File: config.mk
export PLATFORM = sky130hd
export DESIGN_NAME = fws_status_poller
export DESIGN_NICKNAME = d
export VERILOG_FILES = /design/src/hdl/fws_pkg.sv /design/src/hdl/fws_pin_sync.sv /design/src/hdl/fws_flash_cycle.sv /design/src/hdl/fws_status_poller.sv
export VERILOG_INCLUDE_DIRS = /design/src /design/src/hdl
export SDC_FILE = /design/constraint.sdc
export NUM_CORES = 1
export LEC_CHECK = 0
export ABC_CLOCK_PERIOD_IN_PS = 16100
export BUFFER_PORTS_ARGS = -buffer_cell sky130_fd_sc_hd__buf_2
export CAP_MARGIN = 20
export CORE_MARGIN = 1
export CORE_UTILIZATION = 55
export CTS_CLUSTER_DIAMETER = 150
export DETAILED_ROUTE_END_ITERATION = 8
export PLACE_DENSITY = 0.77
export SETUP_SLACK_MARGIN = 0.15
export SLEW_MARGIN = 5
export SYNTH_ARGS = -nofsm -noshare
export SYNTH_HDL_FRONTEND = slang
export SYNTH_SLANG_ARGS = --single-unit
File: constraint.sdc
create_clock -name clk_i -period 16.1 [get_ports clk_i]
set_input_delay 3.22 -clock clk_i [delete_from_list [all_inputs] [get_ports clk_i]]
set_output_delay 3.22 -clock clk_i [all_outputs]
set_load 0.05 [all_outputs]
File: src/hdl/fws_regs.svh
`ifndef FWS_REGS_SVH
`define FWS_REGS_SVH
// register byte offsets on the avalon slave
`define FWS_OFS_CTRL 5'h00
`define FWS_OFS_ADDR 5'h04
`define FWS_OFS_CMD 5'h08
`define FWS_OFS_CMDADDR 5'h0c
`define FWS_OFS_STATUS 5'h10
`define FWS_OFS_RDATA 5'h14
// control fields
`define FWS_CTRL_GO 0
`define FWS_CTRL_STOP 1
`define FWS_CTRL_PACE_CE 2
`define FWS_CTRL_SEL_SECTOR 3
`define FWS_CTRL_WIN_CHK 4
`define FWS_CMD_TAIL 16
// status fields
`define FWS_ST_BUSY 0
`define FWS_ST_DONE 1
`define FWS_ST_FAIL 2
`define FWS_ST_WINDOW 3
`define FWS_ST_OP_TOG 4
`define FWS_ST_SEC_TOG 5
`define FWS_ST_REJECT 6
`define FWS_ST_READY 7
// flash data bus status bits
`define FWS_DQ_SECTOR_TOG 2
`define FWS_DQ_WINDOW 3
`define FWS_DQ_TIMEOUT 5
`define FWS_DQ_OP_TOG 6
// reset values
`define FWS_RST_CTRL 3'h0
`define FWS_RST_ADDR 22'h000000
`define FWS_RST_DATA 16'h0000
`define FWS_CMD_RESET 16'h00f0
// timing
`define FWS_CLK_MHZ 100
`define FWS_T_PULSE_NS 70
`define FWS_PULSE_CYC ((`FWS_T_PULSE_NS * `FWS_CLK_MHZ + 999) / 1000)
`define FWS_T_GAP_NS 30
`define FWS_GAP_CYC ((`FWS_T_GAP_NS * `FWS_CLK_MHZ + 999) / 1000)
`define FWS_T_ERASE_GAP_US 50
`define FWS_ERASE_GAP_CYC (`FWS_T_ERASE_GAP_US * `FWS_CLK_MHZ)
`endif

File: src/hdl/fws_pkg.sv
package fws_pkg;
	typedef logic [21:0] fws_addr_t;
	typedef logic [15:0] fws_data_t;
	typedef enum logic [3:0] {
		FWS_IDLE,
		FWS_POLL1,
		FWS_POLL2,
		FWS_ARRAY,
		FWS_RESET,
		FWS_PRE_CHK,
		FWS_CMD,
		FWS_ACK1,
		FWS_ACK2
	} fws_state_e;
	typedef enum logic [1:0] {
		FWS_CY_IDLE,
		FWS_CY_SETUP,
		FWS_CY_PULSE,
		FWS_CY_GAP
	} fws_cyc_e;
endpackage

File: src/hdl/fws_pin_sync.sv
`timescale 1ns/10ps
module fws_pin_sync
#(
	parameter int W = 17
)
(
	input wire logic clk_i,
	input wire logic rst_i,
	input wire logic [W-1:0] pin_i,
	output logic [W-1:0] q_o
);
	logic [W-1:0] s1_r, s2_r, s3_r, q_r, q_nxt;

	// s1 feeds only s2; a bit moves once the later two stages agree
	for (genvar i = 0; i < W; i++)
	begin : g_bit
		assign q_nxt[i] = (s2_r[i] == s3_r[i]) ? s3_r[i] : q_r[i];
	end

	always_ff @(posedge clk_i or posedge rst_i)
	begin
		if (rst_i)
		begin
			s1_r <= '1;
			s2_r <= '1;
			s3_r <= '1;
			q_r <= '1;
		end
		else
		begin
			s1_r <= pin_i;
			s2_r <= s1_r;
			s3_r <= s2_r;
			q_r <= q_nxt;
		end
	end

	assign q_o = q_r;
endmodule

File: src/hdl/fws_flash_cycle.sv
`timescale 1ns/10ps
`include "fws_regs.svh"
module fws_flash_cycle
	import fws_pkg::*;
#(
	parameter int PULSE_CYC = `FWS_PULSE_CYC,
	parameter int GAP_CYC = `FWS_GAP_CYC,
	parameter int SYNC_CYC = 3
)
(
	input wire logic clk_i,
	input wire logic rst_i,
	input wire logic start_i,
	input wire logic write_i,
	input wire logic pace_ce_i,
	input wire fws_addr_t addr_i,
	input wire fws_data_t data_i,
	input wire fws_data_t dq_sync_i,
	output logic done_o,
	output fws_data_t rdata_o,
	output fws_addr_t addr_o,
	output fws_data_t dq_o,
	output logic dq_oe_o,
	output logic ce_n_o,
	output logic oe_n_o,
	output logic we_n_o
);
	// reads hold the strobe through the synchroniser latency
	localparam int RD_CYC = PULSE_CYC + SYNC_CYC;
	fws_cyc_e ph_r, ph_nxt;
	logic [7:0] cnt_r, cnt_nxt;
	logic wr_r, wr_nxt, pace_r, pace_nxt, done_r, done_nxt;
	logic oe_r, oe_nxt, ce_n_r, ce_n_nxt, oe_n_r, oe_n_nxt;
	logic we_n_r, we_n_nxt;
	fws_addr_t addr_r, addr_nxt;
	fws_data_t dq_r, dq_nxt, rd_r, rd_nxt;

	always_comb
	begin
		ph_nxt = ph_r;
		cnt_nxt = cnt_r;
		wr_nxt = wr_r;
		pace_nxt = pace_r;
		done_nxt = 1'b0;
		oe_nxt = oe_r;
		ce_n_nxt = ce_n_r;
		oe_n_nxt = oe_n_r;
		we_n_nxt = we_n_r;
		addr_nxt = addr_r;
		dq_nxt = dq_r;
		rd_nxt = rd_r;
		unique case (ph_r)
			FWS_CY_IDLE:
				if (start_i)
				begin
					ph_nxt = FWS_CY_SETUP;
					addr_nxt = addr_i;
					dq_nxt = data_i;
					wr_nxt = write_i;
					pace_nxt = pace_ce_i && !write_i;
					oe_nxt = write_i;
					// the strobe that does not pace is held low
					if (pace_ce_i && !write_i)
						oe_n_nxt = 1'b0;
					else
						ce_n_nxt = 1'b0;
				end
			FWS_CY_SETUP:
			begin
				ph_nxt = FWS_CY_PULSE;
				cnt_nxt = wr_r ? 8'(PULSE_CYC - 1) : 8'(RD_CYC - 1);
				if (wr_r)
					we_n_nxt = 1'b0;
				else if (pace_r)
					ce_n_nxt = 1'b0;
				else
					oe_n_nxt = 1'b0;
			end
			FWS_CY_PULSE:
				if (cnt_r == 8'h00)
				begin
					ph_nxt = FWS_CY_GAP;
					cnt_nxt = 8'(GAP_CYC - 1);
					we_n_nxt = 1'b1;
					if (!wr_r)
						rd_nxt = dq_sync_i;
					if (pace_r)
						ce_n_nxt = 1'b1;
					else if (!wr_r)
						oe_n_nxt = 1'b1;
				end
				else
					cnt_nxt = cnt_r - 8'h01;
			FWS_CY_GAP:
				if (cnt_r == 8'h00)
				begin
					ph_nxt = FWS_CY_IDLE;
					ce_n_nxt = 1'b1;
					oe_n_nxt = 1'b1;
					oe_nxt = 1'b0;
					done_nxt = 1'b1;
				end
				else
					cnt_nxt = cnt_r - 8'h01;
		endcase
	end

	always_ff @(posedge clk_i or posedge rst_i)
	begin
		if (rst_i)
		begin
			ph_r <= FWS_CY_IDLE;
			cnt_r <= 8'h00;
			wr_r <= 1'b0;
			pace_r <= 1'b0;
			done_r <= 1'b0;
			oe_r <= 1'b0;
			ce_n_r <= 1'b1;
			oe_n_r <= 1'b1;
			we_n_r <= 1'b1;
			addr_r <= `FWS_RST_ADDR;
			dq_r <= `FWS_RST_DATA;
			rd_r <= `FWS_RST_DATA;
		end
		else
		begin
			ph_r <= ph_nxt;
			cnt_r <= cnt_nxt;
			wr_r <= wr_nxt;
			pace_r <= pace_nxt;
			done_r <= done_nxt;
			oe_r <= oe_nxt;
			ce_n_r <= ce_n_nxt;
			oe_n_r <= oe_n_nxt;
			we_n_r <= we_n_nxt;
			addr_r <= addr_nxt;
			dq_r <= dq_nxt;
			rd_r <= rd_nxt;
		end
	end

	assign done_o = done_r;
	assign rdata_o = rd_r;
	assign addr_o = addr_r;
	assign dq_o = dq_r;
	assign dq_oe_o = oe_r;
	assign ce_n_o = ce_n_r;
	assign oe_n_o = oe_n_r;
	assign we_n_o = we_n_r;

	AST_READ_PACE: assert property (@(posedge clk_i) disable iff (rst_i)
		(ph_r == FWS_CY_GAP && !wr_r) |-> (pace_r ? (ce_n_r && !oe_n_r)
		: (oe_n_r && !ce_n_r)))
		else $error("read pacing strobe not released");
	AST_NO_WE_OE: assert property (@(posedge clk_i) disable iff (rst_i)
		!(!we_n_r && !oe_n_r))
		else $error("write and output strobes low together");
endmodule

File: src/hdl/fws_status_poller.sv
// Contract
// - reads paced by output or chip enable
// - host starts polling with two back-to-back reads
// - steady toggle means done; next read array
// - toggling with timeout set: retest, then reset
// - polling restarts from double read after pause
// - after timeout failure host writes reset command
// - gaps under fifty microseconds skip window checks; here only the check before the command is skipped
// - confirm acceptance, check window before and after
// - status reads use program or erase address
// - status reads address the busy bank
// - host combines both toggle bits for state; here sel_sec_r picks one of the two
`timescale 1ns/10ps
`include "fws_regs.svh"
module fws_status_poller
	import fws_pkg::*;
#(
	parameter int ERASE_GAP_CYC = `FWS_ERASE_GAP_CYC,
	parameter int PULSE_CYC = `FWS_PULSE_CYC,
	parameter int GAP_CYC = `FWS_GAP_CYC
)
(
	input wire logic clk_i,
	input wire logic rst_i,
	input wire logic [4:0] avs_address_i,
	input wire logic avs_read_i,
	input wire logic avs_write_i,
	input wire logic [31:0] avs_writedata_i,
	input wire logic [3:0] avs_byteenable_i,
	output logic [31:0] avs_readdata_o,
	output logic avs_waitrequest_o,
	output fws_addr_t flash_addr_o,
	input wire fws_data_t flash_dq_i,
	output fws_data_t flash_dq_o,
	output logic flash_dq_oe_o,
	output logic flash_ce_n_o,
	output logic flash_oe_n_o,
	output logic flash_we_n_o,
	input wire logic flash_ready_busy_n_i
);
	localparam int GW = $clog2(ERASE_GAP_CYC + 1);

	////////////////////////////////////////////////////////////////////
	// pins and bus cycle engine

	logic [16:0] pins_q;
	fws_data_t dq_sync, cyc_rdata;
	logic ready_sync, cyc_done;
	logic cyc_start_r, cyc_start_nxt, cyc_wr_r, cyc_wr_nxt;
	fws_addr_t cyc_addr_r, cyc_addr_nxt;
	fws_data_t cyc_data_r, cyc_data_nxt;
	logic pace_ce_r, pace_ce_nxt;

	fws_pin_sync #(.W(17)) u_sync (
		.clk_i(clk_i),
		.rst_i(rst_i),
		.pin_i({flash_ready_busy_n_i, flash_dq_i}),
		.q_o(pins_q)
	);
	assign dq_sync = pins_q[15:0];
	assign ready_sync = pins_q[16];

	fws_flash_cycle #(
		.PULSE_CYC(PULSE_CYC),
		.GAP_CYC(GAP_CYC),
		.SYNC_CYC(3)
	) u_cycle (
		.clk_i(clk_i),
		.rst_i(rst_i),
		.start_i(cyc_start_r),
		.write_i(cyc_wr_r),
		.pace_ce_i(pace_ce_r),
		.addr_i(cyc_addr_r),
		.data_i(cyc_data_r),
		.dq_sync_i(dq_sync),
		.done_o(cyc_done),
		.rdata_o(cyc_rdata),
		.addr_o(flash_addr_o),
		.dq_o(flash_dq_o),
		.dq_oe_o(flash_dq_oe_o),
		.ce_n_o(flash_ce_n_o),
		.oe_n_o(flash_oe_n_o),
		.we_n_o(flash_we_n_o)
	);

	////////////////////////////////////////////////////////////////////
	// avalon slave and software registers

	fws_state_e state_r, state_nxt;
	logic waitreq_r, waitreq_nxt;
	logic [31:0] rdata_bus_r, rdata_bus_nxt, wm, st;
	logic sel_sec_r, sel_sec_nxt, win_chk_r, win_chk_nxt;
	logic stop_r, stop_nxt, tail_r, tail_nxt, stop_take;
	fws_addr_t poll_addr_r, poll_addr_nxt, cmd_addr_r, cmd_addr_nxt;
	fws_data_t cmd_data_r, cmd_data_nxt, last_rd_r;
	logic done_ok_r, fail_r, reject_r, window_r, op_tog_r, sec_tog_r;
	logic busy, launch, acc, go, cmd_go, wr_ctrl;

	always_comb
	begin
		wm = {{8{avs_byteenable_i[3]}}, {8{avs_byteenable_i[2]}},
			{8{avs_byteenable_i[1]}}, {8{avs_byteenable_i[0]}}};
		busy = state_r != FWS_IDLE;
		wr_ctrl = avs_write_i && avs_address_i == `FWS_OFS_CTRL &&
			avs_byteenable_i[0];
		// a new operation while one runs is stalled, not dropped
		launch = (wr_ctrl && avs_writedata_i[`FWS_CTRL_GO]) ||
			(avs_write_i && avs_address_i == `FWS_OFS_CMD);
		acc = (avs_read_i || avs_write_i) && !waitreq_r;
		waitreq_nxt = !((avs_read_i || avs_write_i) && waitreq_r &&
			!(busy && launch));
		go = acc && wr_ctrl && avs_writedata_i[`FWS_CTRL_GO];
		cmd_go = acc && avs_write_i && avs_address_i == `FWS_OFS_CMD;
		pace_ce_nxt = pace_ce_r;
		sel_sec_nxt = sel_sec_r;
		win_chk_nxt = win_chk_r;
		if (acc && wr_ctrl)
		begin
			pace_ce_nxt = avs_writedata_i[`FWS_CTRL_PACE_CE];
			sel_sec_nxt = avs_writedata_i[`FWS_CTRL_SEL_SECTOR];
			win_chk_nxt = avs_writedata_i[`FWS_CTRL_WIN_CHK];
		end
		// a stop request that lands as the poller takes one is kept
		stop_nxt = (stop_r && !stop_take && !go) ||
			(acc && wr_ctrl && avs_writedata_i[`FWS_CTRL_STOP]);
		poll_addr_nxt = poll_addr_r;
		if (acc && avs_write_i && avs_address_i == `FWS_OFS_ADDR)
			poll_addr_nxt = (poll_addr_r & ~wm[21:0]) |
				(avs_writedata_i[21:0] & wm[21:0]);
		cmd_addr_nxt = cmd_addr_r;
		if (acc && avs_write_i && avs_address_i == `FWS_OFS_CMDADDR)
			cmd_addr_nxt = (cmd_addr_r & ~wm[21:0]) |
				(avs_writedata_i[21:0] & wm[21:0]);
		cmd_data_nxt = cmd_data_r;
		tail_nxt = tail_r;
		if (cmd_go)
		begin
			cmd_data_nxt = (cmd_data_r & ~wm[15:0]) |
				(avs_writedata_i[15:0] & wm[15:0]);
			tail_nxt = avs_writedata_i[`FWS_CMD_TAIL] && wm[16];
		end
		st = 32'h00000000;
		st[`FWS_ST_BUSY] = busy;
		st[`FWS_ST_DONE] = done_ok_r;
		st[`FWS_ST_FAIL] = fail_r;
		st[`FWS_ST_WINDOW] = window_r;
		st[`FWS_ST_OP_TOG] = op_tog_r;
		st[`FWS_ST_SEC_TOG] = sec_tog_r;
		st[`FWS_ST_REJECT] = reject_r;
		st[`FWS_ST_READY] = ready_sync;
		rdata_bus_nxt = rdata_bus_r;
		if (avs_read_i && waitreq_r)
		begin
			unique case (avs_address_i)
				`FWS_OFS_CTRL: rdata_bus_nxt = {27'h0000000, win_chk_r,
					sel_sec_r, pace_ce_r, stop_r, 1'b0};
				`FWS_OFS_ADDR: rdata_bus_nxt = {10'h000, poll_addr_r};
				`FWS_OFS_CMD: rdata_bus_nxt = {15'h0000, tail_r, cmd_data_r};
				`FWS_OFS_CMDADDR: rdata_bus_nxt = {10'h000, cmd_addr_r};
				`FWS_OFS_STATUS: rdata_bus_nxt = st;
				`FWS_OFS_RDATA: rdata_bus_nxt = {16'h0000, last_rd_r};
				default: rdata_bus_nxt = 32'h00000000;
			endcase
		end
	end

	always_ff @(posedge clk_i or posedge rst_i)
	begin
		if (rst_i)
		begin
			waitreq_r <= 1'b1;
			rdata_bus_r <= 32'h00000000;
			pace_ce_r <= 1'b0;
			sel_sec_r <= 1'b0;
			win_chk_r <= 1'b0;
			stop_r <= 1'b0;
			poll_addr_r <= `FWS_RST_ADDR;
			cmd_addr_r <= `FWS_RST_ADDR;
			cmd_data_r <= `FWS_RST_DATA;
			tail_r <= 1'b0;
		end
		else
		begin
			waitreq_r <= waitreq_nxt;
			rdata_bus_r <= rdata_bus_nxt;
			pace_ce_r <= pace_ce_nxt;
			sel_sec_r <= sel_sec_nxt;
			win_chk_r <= win_chk_nxt;
			stop_r <= stop_nxt;
			poll_addr_r <= poll_addr_nxt;
			cmd_addr_r <= cmd_addr_nxt;
			cmd_data_r <= cmd_data_nxt;
			tail_r <= tail_nxt;
		end
	end

	assign avs_readdata_o = rdata_bus_r;
	assign avs_waitrequest_o = waitreq_r;

	////////////////////////////////////////////////////////////////////
	// toggle polling and command sequencer

	fws_data_t prev_r, prev_nxt, last_rd_nxt;
	logic rechk_r, rechk_nxt, again, tog, tog_op, tog_sec;
	logic done_ok_nxt, fail_nxt, reject_nxt, window_nxt;
	logic op_tog_nxt, sec_tog_nxt;
	logic [GW-1:0] gap_cnt_r, gap_cnt_nxt;

	always_comb
	begin
		state_nxt = state_r;
		prev_nxt = prev_r;
		rechk_nxt = rechk_r;
		done_ok_nxt = done_ok_r;
		fail_nxt = fail_r;
		reject_nxt = reject_r;
		window_nxt = window_r;
		op_tog_nxt = op_tog_r;
		sec_tog_nxt = sec_tog_r;
		last_rd_nxt = cyc_done ? cyc_rdata : last_rd_r;
		stop_take = 1'b0;
		again = 1'b0;
		gap_cnt_nxt = (gap_cnt_r == GW'(ERASE_GAP_CYC)) ? gap_cnt_r :
			gap_cnt_r + GW'(1);
		tog_op = cyc_rdata[`FWS_DQ_OP_TOG] ^ prev_r[`FWS_DQ_OP_TOG];
		tog_sec = cyc_rdata[`FWS_DQ_SECTOR_TOG] ^
			prev_r[`FWS_DQ_SECTOR_TOG];
		tog = sel_sec_r ? tog_sec : tog_op;
		unique case (state_r)
			FWS_IDLE:
				if (go)
				begin
					state_nxt = FWS_POLL1;
					rechk_nxt = 1'b0;
					done_ok_nxt = 1'b0;
					fail_nxt = 1'b0;
				end
				else if (cmd_go)
				begin
					reject_nxt = 1'b0;
					// back-to-back sector erases skip the window read before the command
					if (tail_nxt && win_chk_r &&
						gap_cnt_r == GW'(ERASE_GAP_CYC))
						state_nxt = FWS_PRE_CHK;
					else
						state_nxt = FWS_CMD;
				end
			FWS_POLL1:
				if (cyc_done)
				begin
					prev_nxt = cyc_rdata;
					window_nxt = cyc_rdata[`FWS_DQ_WINDOW];
					state_nxt = FWS_POLL2;
				end
			FWS_POLL2:
				if (cyc_done)
				begin
					window_nxt = cyc_rdata[`FWS_DQ_WINDOW];
					op_tog_nxt = tog_op;
					sec_tog_nxt = tog_sec;
					prev_nxt = cyc_rdata;
					if (!tog)
						state_nxt = FWS_ARRAY;
					else if (rechk_r)
						state_nxt = FWS_RESET;
					else if (cyc_rdata[`FWS_DQ_TIMEOUT])
					begin
						rechk_nxt = 1'b1;
						again = 1'b1;
					end
					else if (stop_r)
					begin
						stop_take = 1'b1;
						state_nxt = FWS_IDLE;
					end
					else
						again = 1'b1;
				end
			FWS_ARRAY:
				if (cyc_done)
				begin
					done_ok_nxt = 1'b1;
					state_nxt = FWS_IDLE;
				end
			FWS_RESET:
				if (cyc_done)
				begin
					fail_nxt = 1'b1;
					state_nxt = FWS_IDLE;
				end
			FWS_PRE_CHK:
				if (cyc_done)
				begin
					window_nxt = cyc_rdata[`FWS_DQ_WINDOW];
					// erase already running: the command would be ignored
					if (cyc_rdata[`FWS_DQ_WINDOW])
					begin
						reject_nxt = 1'b1;
						state_nxt = FWS_IDLE;
					end
					else
						state_nxt = FWS_CMD;
				end
			FWS_CMD:
				if (cyc_done)
				begin
					if (tail_r)
						gap_cnt_nxt = '0;
					if (tail_r && win_chk_r)
						state_nxt = FWS_ACK1;
					else
						state_nxt = FWS_IDLE;
				end
			FWS_ACK1:
				if (cyc_done)
				begin
					prev_nxt = cyc_rdata;
					state_nxt = FWS_ACK2;
				end
			FWS_ACK2:
				if (cyc_done)
				begin
					window_nxt = cyc_rdata[`FWS_DQ_WINDOW];
					if (!tog_op || cyc_rdata[`FWS_DQ_WINDOW])
						reject_nxt = 1'b1;
					state_nxt = FWS_IDLE;
				end
		endcase
		cyc_start_nxt = again ||
			(state_nxt != state_r && state_nxt != FWS_IDLE);
		cyc_wr_nxt = state_nxt == FWS_CMD || state_nxt == FWS_RESET;
		// polling reads go to the polled address; window checks and the command use the command address
		unique case (state_nxt)
			FWS_PRE_CHK, FWS_CMD, FWS_ACK1, FWS_ACK2:
				cyc_addr_nxt = cmd_addr_r;
			default:
				cyc_addr_nxt = poll_addr_r;
		endcase
		cyc_data_nxt = (state_nxt == FWS_RESET) ? `FWS_CMD_RESET :
			cmd_data_r;
	end

	always_ff @(posedge clk_i or posedge rst_i)
	begin
		if (rst_i)
		begin
			state_r <= FWS_IDLE;
			prev_r <= `FWS_RST_DATA;
			last_rd_r <= `FWS_RST_DATA;
			rechk_r <= 1'b0;
			done_ok_r <= 1'b0;
			fail_r <= 1'b0;
			reject_r <= 1'b0;
			window_r <= 1'b0;
			op_tog_r <= 1'b0;
			sec_tog_r <= 1'b0;
			gap_cnt_r <= GW'(ERASE_GAP_CYC);
			cyc_start_r <= 1'b0;
			cyc_wr_r <= 1'b0;
			cyc_addr_r <= `FWS_RST_ADDR;
			cyc_data_r <= `FWS_RST_DATA;
		end
		else
		begin
			state_r <= state_nxt;
			prev_r <= prev_nxt;
			last_rd_r <= last_rd_nxt;
			rechk_r <= rechk_nxt;
			done_ok_r <= done_ok_nxt;
			fail_r <= fail_nxt;
			reject_r <= reject_nxt;
			window_r <= window_nxt;
			op_tog_r <= op_tog_nxt;
			sec_tog_r <= sec_tog_nxt;
			gap_cnt_r <= gap_cnt_nxt;
			cyc_start_r <= cyc_start_nxt;
			cyc_wr_r <= cyc_wr_nxt;
			cyc_addr_r <= cyc_addr_nxt;
			cyc_data_r <= cyc_data_nxt;
		end
	end

	////////////////////////////////////////////////////////////////////
	// checks

	AST_TWO_READS: assert property (@(posedge clk_i) disable iff (rst_i)
		$rose(state_r == FWS_POLL2) |-> $past(state_r) == FWS_POLL1)
		else $error("compare reached without a first read");
	AST_STEADY_ARRAY: assert property (@(posedge clk_i) disable iff (rst_i)
		(state_r == FWS_POLL2 && cyc_done && !tog) |=>
		(state_r == FWS_ARRAY && cyc_start_r && !cyc_wr_r)
		##[1:60] (done_ok_r && state_r == FWS_IDLE))
		else $error("steady toggle not followed by array read");
	AST_TIMEOUT_RETEST: assert property (@(posedge clk_i) disable iff (rst_i)
		(state_r == FWS_POLL2 && cyc_done && tog && !rechk_r &&
		cyc_rdata[`FWS_DQ_TIMEOUT]) |=>
		(state_r == FWS_POLL2 && rechk_r && cyc_start_r))
		else $error("timeout bit did not trigger a retest");
	AST_RETEST_FAIL: assert property (@(posedge clk_i) disable iff (rst_i)
		(state_r == FWS_POLL2 && cyc_done && tog && rechk_r) |=>
		state_r == FWS_RESET)
		else $error("still toggling after retest but no reset");
	AST_RESET_CMD: assert property (@(posedge clk_i) disable iff (rst_i)
		(cyc_start_r && state_r == FWS_RESET) |->
		(cyc_wr_r && cyc_data_r == `FWS_CMD_RESET))
		else $error("reset command word wrong");
	AST_FAIL_FLAG: assert property (@(posedge clk_i) disable iff (rst_i)
		(state_r == FWS_RESET && cyc_done) |=> (fail_r && !busy))
		else $error("fail flag not set after reset command");
	AST_RESTART: assert property (@(posedge clk_i) disable iff (rst_i)
		(state_r == FWS_IDLE && go) |=>
		(state_r == FWS_POLL1 && !rechk_r && cyc_start_r))
		else $error("polling did not restart at the first read");
	AST_STATUS_ADDR: assert property (@(posedge clk_i) disable iff (rst_i)
		(cyc_start_r && (state_r == FWS_POLL1 || state_r == FWS_POLL2))
		|-> (!cyc_wr_r && cyc_addr_r == poll_addr_r))
		else $error("status read not at the polled address");
	AST_POST_REJECT: assert property (@(posedge clk_i) disable iff (rst_i)
		(state_r == FWS_ACK2 && cyc_done && cyc_rdata[`FWS_DQ_WINDOW])
		|=> (reject_r && state_r == FWS_IDLE))
		else $error("closed window after command not reported");
	AST_GAP_SKIP: assert property (@(posedge clk_i) disable iff (rst_i)
		(state_r == FWS_IDLE && cmd_go && !go &&
		gap_cnt_r != GW'(ERASE_GAP_CYC)) |=> state_r == FWS_CMD)
		else $error("window check not skipped inside the gap");
	AST_WAIT_ONE: assert property (@(posedge clk_i) disable iff (rst_i)
		!waitreq_r |=> waitreq_r)
		else $error("waitrequest low for more than one cycle");
endmodule

==> Word-level counts from Yosys, hierarchy flattened <==
Index checks and enable logic that the tools add are counted.
{ "word_totals": {"input_bits": 62, "ff_bits": 324, "word_cells": 289, "output_inout_bits": 75} }
{ "op_classes": {"reduce_logical": 69, "add_sub_neg": 2, "bitwise_logic": 13, "n_mux": 84, "n_eq_ne": 64} }
{ "op_table": {"columns": ["cell", "n"], "rows": [
  ["$pmux W22 S6", 1],
  ["$and A22 B22 Y22", 3],
  ["$mux W13", 4],
  ["$mux W4", 13],
  ["$mux W1", 45],
  ["$or A22 B22 Y22", 2],
  ["$and A16 B16 Y16", 2],
  ["$eq A4 B3 Y1 const B", 8],
  ["$pmux W4 S7", 1],
  ["$logic_and A1 B1 Y1", 24],
  ["$ne A2 B1 Y1 const B", 12],
  ["$ne A2 B2 Y1 const B", 12],
  ["$pmux W8 S3", 1],
  ["$mux W22", 1],
  ["$not A22 Y22", 1],
  ["$reduce_and A3 Y1", 6],
  ["$eq A1 B1 Y1", 17],
  ["$mux W16", 1],
  ["$mux W8", 2],
  ["$not A16 Y16", 1],
  ["$or A16 B16 Y16", 1],
  ["$reduce_and A7 Y1", 2],
  ["$add A13 B1 Y13 const B", 1],
  ["$eq A13 B13 Y1 const B", 1],
  ["other kinds (32)", 70]
]} }

==> Depth between registers and ports, before layout <==
{ "depth": {"ltp_word": 14, "depth_mapped": 10, "mapped_depth_nobuf": 9} }

==> Hierarchy <==
Synthesis repeated with hierarchy kept, for this count alone.
{ "unflattened": {"cells_unflattened": 975, "area_unflattened_um2": 12944.9} }
{ "by_module_without_submodules": {"columns": ["module", "instances", "area_each_um2", "cells_per_inst", "seq_area_each_um2"], "rows": [
  ["fws_status_poller", 1, 7865.0, 656, 4261.6],
  ["fws_flash_cycle", 1, 3098.0, 233, 1780.5],
  ["fws_pin_sync", 1, 1981.9, 86, 1786.7]
]} }

==> Least setup slack after synthesis <==
Ideal clock, no wire load.
{ "synth_path": {"path_type": "input to register", "startpoint": "input avs_address_i[1]", "endpoint": "register cyc_data_r[10]", "required_time_ns": 15.981, "path_stages": 9, "setup_time_ns": 0.119, "path_buffers": 2, "path_slack_ns": 10.852, "arrival_ns": 5.129, "cell_sequence": "nor4_2 buf_4 a32oi_2 o311ai_1 o211ai_1 or2_1 or3_4 clkbuf_1 and2_1"} }
{ "synth_between": {"elab_chain_cells": 11, "elab_cells_between_ends": 16, "classes_between": "eq/ne (2); mux (6); reduce/logical (8)"} }
{ "synth_lines": {"columns": ["element", "line_no", "source"], "rows": [
  ["from (decl)", "fws_status_poller.sv:25", "input wire logic [4:0] avs_address_i,"],
  ["$eq A5 B4 Y1", null, null],
  ["$logic_and A1 B1 Y1 (no line)", null, null],
  ["$mux W1", "fws_status_poller.sv:136", "if (cmd_go)"],
  ["$logic_and A1 B1 Y1 (2 in series)", "fws_status_poller.sv:242", "if (tail_nxt && win_chk_r &&"],
  ["$mux W2", "fws_status_poller.sv:242", null],
  ["$mux W4", "fws_status_poller.sv:238", "else if (cmd_go)"],
  ["$mux W4 (*)", "fws_status_poller.sv:231", "if (go)"],
  ["$pmux W4 S7 (*)", "fws_status_poller.sv:229", "unique case (state_r)"],
  ["via state_nxt[1]", "fws_status_poller.sv:89", "fws_state_e state_r, state_nxt;"],
  ["$eq A4 B3 Y1 (*)", "fws_status_poller.sv:339", "cyc_data_nxt = (state_nxt == FWS_RESET) ? `FWS_CMD_RESET :"],
  ["$mux W16 (*)", "fws_status_poller.sv:339", null],
  ["via cyc_data_nxt[10]", "fws_status_poller.sv:51", "fws_data_t cyc_data_r, cyc_data_nxt;"],
  ["to (signal assigned)", "fws_status_poller.sv:361", "cyc_data_r <= `FWS_RST_DATA;"],
  ["to (signal assigned)", "fws_status_poller.sv:379", "cyc_data_r <= cyc_data_nxt;"],
  ["to (decl)", "fws_status_poller.sv:51", null]
]} }
The timed path passes the listed nets; every way through them passes the cells marked *.
A chain may end at the register's enable or synchronous reset.

==> Worst setup path after layout <==
{ "layout_path": {"startpoint": "input avs_write_i", "endpoint": "register cyc_addr_r[0]"} }
{ "layout_between": {"elab_chain_cells": 14, "elab_cells_between_ends": 21, "classes_between": "eq/ne (4); mux (6); reduce/logical (11)"} }
{ "layout_lines": {"columns": ["element", "line_no", "source"], "rows": [
  ["from (decl)", "fws_status_poller.sv:27", "input wire logic avs_write_i,"],
  ["$logic_or A1 B1 Y1", "fws_status_poller.sv:109", "acc = (avs_read_i || avs_write_i) && !waitreq_r;"],
  ["$logic_and A1 B1 Y1", "fws_status_poller.sv:109", null],
  ["$logic_and A1 B1 Y1", "fws_status_poller.sv:113", "cmd_go = acc && avs_write_i && avs_address_i == `FWS_OFS_CMD;"],
  ["$logic_and A1 B1 Y1 (no line)", null, null],
  ["$mux W1", "fws_status_poller.sv:136", null],
  ["$logic_and A1 B1 Y1 (2 in series)", "fws_status_poller.sv:242", null],
  ["$mux W2", "fws_status_poller.sv:242", null],
  ["$mux W4", "fws_status_poller.sv:238", null],
  ["$mux W4 (*)", "fws_status_poller.sv:231", null],
  ["$pmux W4 S7 (*)", "fws_status_poller.sv:229", null],
  ["$eq A4 B3 Y1 or $eq A4 B4 Y1 (tied branches)", "fws_status_poller.sv:333", "unique case (state_nxt)"],
  ["$reduce_or A4 Y1 (*)", "fws_status_poller.sv:333", null],
  ["$mux W22 (*)", "fws_status_poller.sv:333", null],
  ["via cyc_addr_nxt[0]", "fws_status_poller.sv:50", "fws_addr_t cyc_addr_r, cyc_addr_nxt;"],
  ["to (signal assigned)", "fws_status_poller.sv:360", "cyc_addr_r <= `FWS_RST_ADDR;"],
  ["to (signal assigned)", "fws_status_poller.sv:378", "cyc_addr_r <= cyc_addr_nxt;"],
  ["to (decl)", "fws_status_poller.sv:50", null]
]} }
Marked as above.

==> summary.txt <==
Die
  – Chip height: 153 um
  – Die Wd: 153 um
  – Initial Util: 0.559
  – Die ar.: 23600 sq um
  – Core area: 22600 sq um
  – Row count: 55
  – Num ports: 137

Worst hold path
  – Worst hold path type: reg -> reg
  – Hold_sp: u_sync.s1_r[8]
  – WHS Endpoint: u_sync.s2_r[8]
  – Hold depth: 0

Logic synthesis
  – Mapped Cells: 927
  – Yosys cell types: 72
  – Post-synthesis sequential area ratio: 0.620
  – Count of flip-flops with a built-in enable after synthesis: 0
  – Post-synth ARST share: 1.00
  – Most used DFF post-synth: dfrtp_1
  – Synth warn: 0
  – Area of the mapped netlist: 12600 sq um
  – Syn_area_per_cell: 13.6 sq um
  – Seq cells post-synth: 309

Placed design
  – Cell Area, Placed: 13400 sq um
  – Final Wtd Congestion: 0.882
  – PortBufs: 115
  – Dpl cells: 1295
  – Detail Placement HPWL: 17200 um

Layout
  – Nets: 1116
  – # fillers: 1680
  – Area of the multi-input gates: 4510 sq um
  – Layout area overhead: 15.2%
  – Layout cells sized above 1: 0.413
  – Register area: 7830 sq um
  – Post-route design area: 14500 sq um
  – Fin cells: 1358

Timing
  – Max_slew headroom: 0.273
  – Max Clk Rate: 182 MHz
  – Final TNS setup: 0 ns
  – Fin crit share: 0.341
  – Final Hold Fails: 0
  – Final setup fails: 0
  – Worst-Margin Slew: 1.09 ns
  – RSZ-0062 raised after global routing: false
  – Fin crit period: 5.49 ns
  – Clock Skew: 0.0217 ns
  – Pins over their slew limit: 0

Drt
  – DR WL met2: 12300 um
  – Vias per std cell: 5.70
  – WL/cell: 19.1 um
  – Total wire length: 26000 um
  – Met1 WL: 11700 um
  – Vias: 7745
  – DR iter-0 viols: 442
  – First-pass DRT Iterations: 5
  – Metal3 WL: 1280 um
  – Post-route DRC: 0
  – Top Metal Used: met4
  – Post-DRT Antenna Nets: 0

Clocking
  – Post-CTS Setup Bufs: 0
  – CTS Buffer Depth: 3
  – Clk sink count: 309
  – H-tree Lvls: 1
  – CTS clk-pin slew, worst paths: 0.06 ns
  – Root Driver: clkbuf_16
  – CTS Hold Bufs: 0
  – Clock Latency Late Sink: 0.56 ns
  – Post-cts sizing count: 0
  – CTS tree: yes
  – CTS buffer count: 31

Worst setup path
  – Critical path cell sequence: buf_2 -> nor2b_1 -> nand3_1 -> o31ai_1 -> a21o_1 -> a211oi_2 -> o21bai_2 -> buf_4 -> mux2_2
  – R2r endpoint: cyc_addr_r[0]
  – Critical path's slowest cell: nor2b_1
  – Crit path kind: in -> reg
  – Critical path startpoint category: input port
  – CP max stage delay: 0.54 ns
  – Crit path DAT: 5.93 ns
  – Flop-to-flop setup slack: 12.76 ns
  – Reg2Reg Depth: 8
  – Crit path capture type: flip-flop
  – Critical Path RT: 16.54 ns
  – Max FO, Critical Path: 22
  – RR Startpoint: state_r[1]

Global route
  – GR Overflow Total: 0
  – Vias in the first global route: 7831
  – First-pass GRT wire length: 42100 um
  – GRT Overall Usage: 0.226
  – Initial antenna violation count: 3
  – Largest net degree at the start of global routing: 87

Outcome
  – Status: completed

Pwr
  – PD cells: 151 nW/um^2
  – Max VDD drop: 80.0 uV
  – Leak: 6.96 nW

Job
  – Maxcap violations: 0
==> routing by layer <==
layer,up-vias,track usage
met4,0,0.0805
met3,49,0.0349
li1,3560,-
met5,-,0
met1,3919,0.312
met2,217,0.366
==> through the flow <==
stage	worst slack, ns	util	total power [mW]	hold WS [ns]
6_report	10.61	0.644	2.19	0.354
5_1_grt	10.48	0.644	2.29	0.357
4_1_cts	10.65	0.641	2.20	0.353
3_5_place_dp	10.07	0.594	1.47	0.347
3_3_place_gp	10.09	0.594	1.45	0.346
2_1_floorplan	4.46	-	1.35	0.345
==> how the worst max path moves through the flow <==
stage / startpoint / to / cells after the start
6_report: avs_write_i / cyc_addr_r[0] / 9
5_1_grt: avs_write_i / cyc_addr_r[0] / 9
4_1_cts: avs_write_i / cyc_addr_r[0] / 9
3_5_place_dp: avs_write_i / cyc_addr_r[0] / 9
3_3_place_gp: avs_write_i / cyc_addr_r[0] / 9
2_1_floorplan: rst_i / asynchronous set/reset pin / 1
==> worst max-delay path: cells and delay by family <==
family                 cells  cell delay, ns
buffers and inverters      2            0.57
AOI/OAI and AO/OA          4            0.89
and+or+nand+nor            2            0.83
muxes                      1            0.40
==> cell usage in the layout (no fill, tap or decap), drive strengths merged, types with 4 or more instances in the layout <==
cell	instances
a22o	19
a31oi	6
o21ai	40
xor2	14
o211ai	4
buf	126
ha	9
nand3	24
a222oi	9
nand2b	7
nor2b	5
mux2	175
and2	14
nand2	56
or3	4
or2	5
clkbuf	48
a22oi	6
a221oi	10
a21oi	13
nor2	35
o22ai	6
maj3	17
conb	10
and3	9
o31ai	4
nor3	9
dfstp	77
inv	20
dfrtp	232
clkinv	6
xnor2	4
==> Yosys cell counts (10+ instances only) <==
library cell,count,area [sq um]
a21oi_1,13,65.1
a221oi_1,10,87.6
a22o_1,19,166
and2_1,14,87.6
buf_4,12,90.1
clkbuf_1,24,90.1
dfrtp_1,232,5810
dfstp_2,77,2020
inv_1,19,71.3
maj3_1,17,170
mux2_2,155,1750
mux2_4,20,300
nand2_1,56,210
nand3_1,24,120
nor2_1,35,131
o21ai_0,39,195
xor2_1,14,123
==> where the power goes <==
part           switching [mW]  total [mW]  leakage [nW]  internal [mW]
Combinational           0.296       0.480          2.47          0.184
Clock                   0.285       0.729         0.526          0.444
Sequential             0.0829       0.979          3.96          0.896
Total                   0.663        2.19          6.96           1.52
==> kinds of logic (layout without fill, tap and decap cells) <==
kind of cell             count (synthesis)  in the layout  synth area share
AO/OA/AOI/OAI                          140            140            0.0793
XOR/XNOR                                18             18            0.0125
adder cells (fa/ha/maj)                 26             26            0.0224
buffers and inverters                   69            203            0.0256
flip-flops                             309            309             0.620
multiplexers                           176            176             0.163
other                                    1             13          0.000297
AND/OR/NAND/NOR                        188            188            0.0766
==> final cells by class <==
type                            count  area share
Antenna cell                        3    0.000517
Multi-Input combinational cell    558       0.310
Timing Repair Buffer              126      0.0475
Clock buffer                       48      0.0641
Clock inverter                     10     0.00887
Inverter                           19     0.00542
Tap cell                          285      0.0245
Sequential cell                   309       0.539
No activity file was read; power rests on OpenSTA's default activity.
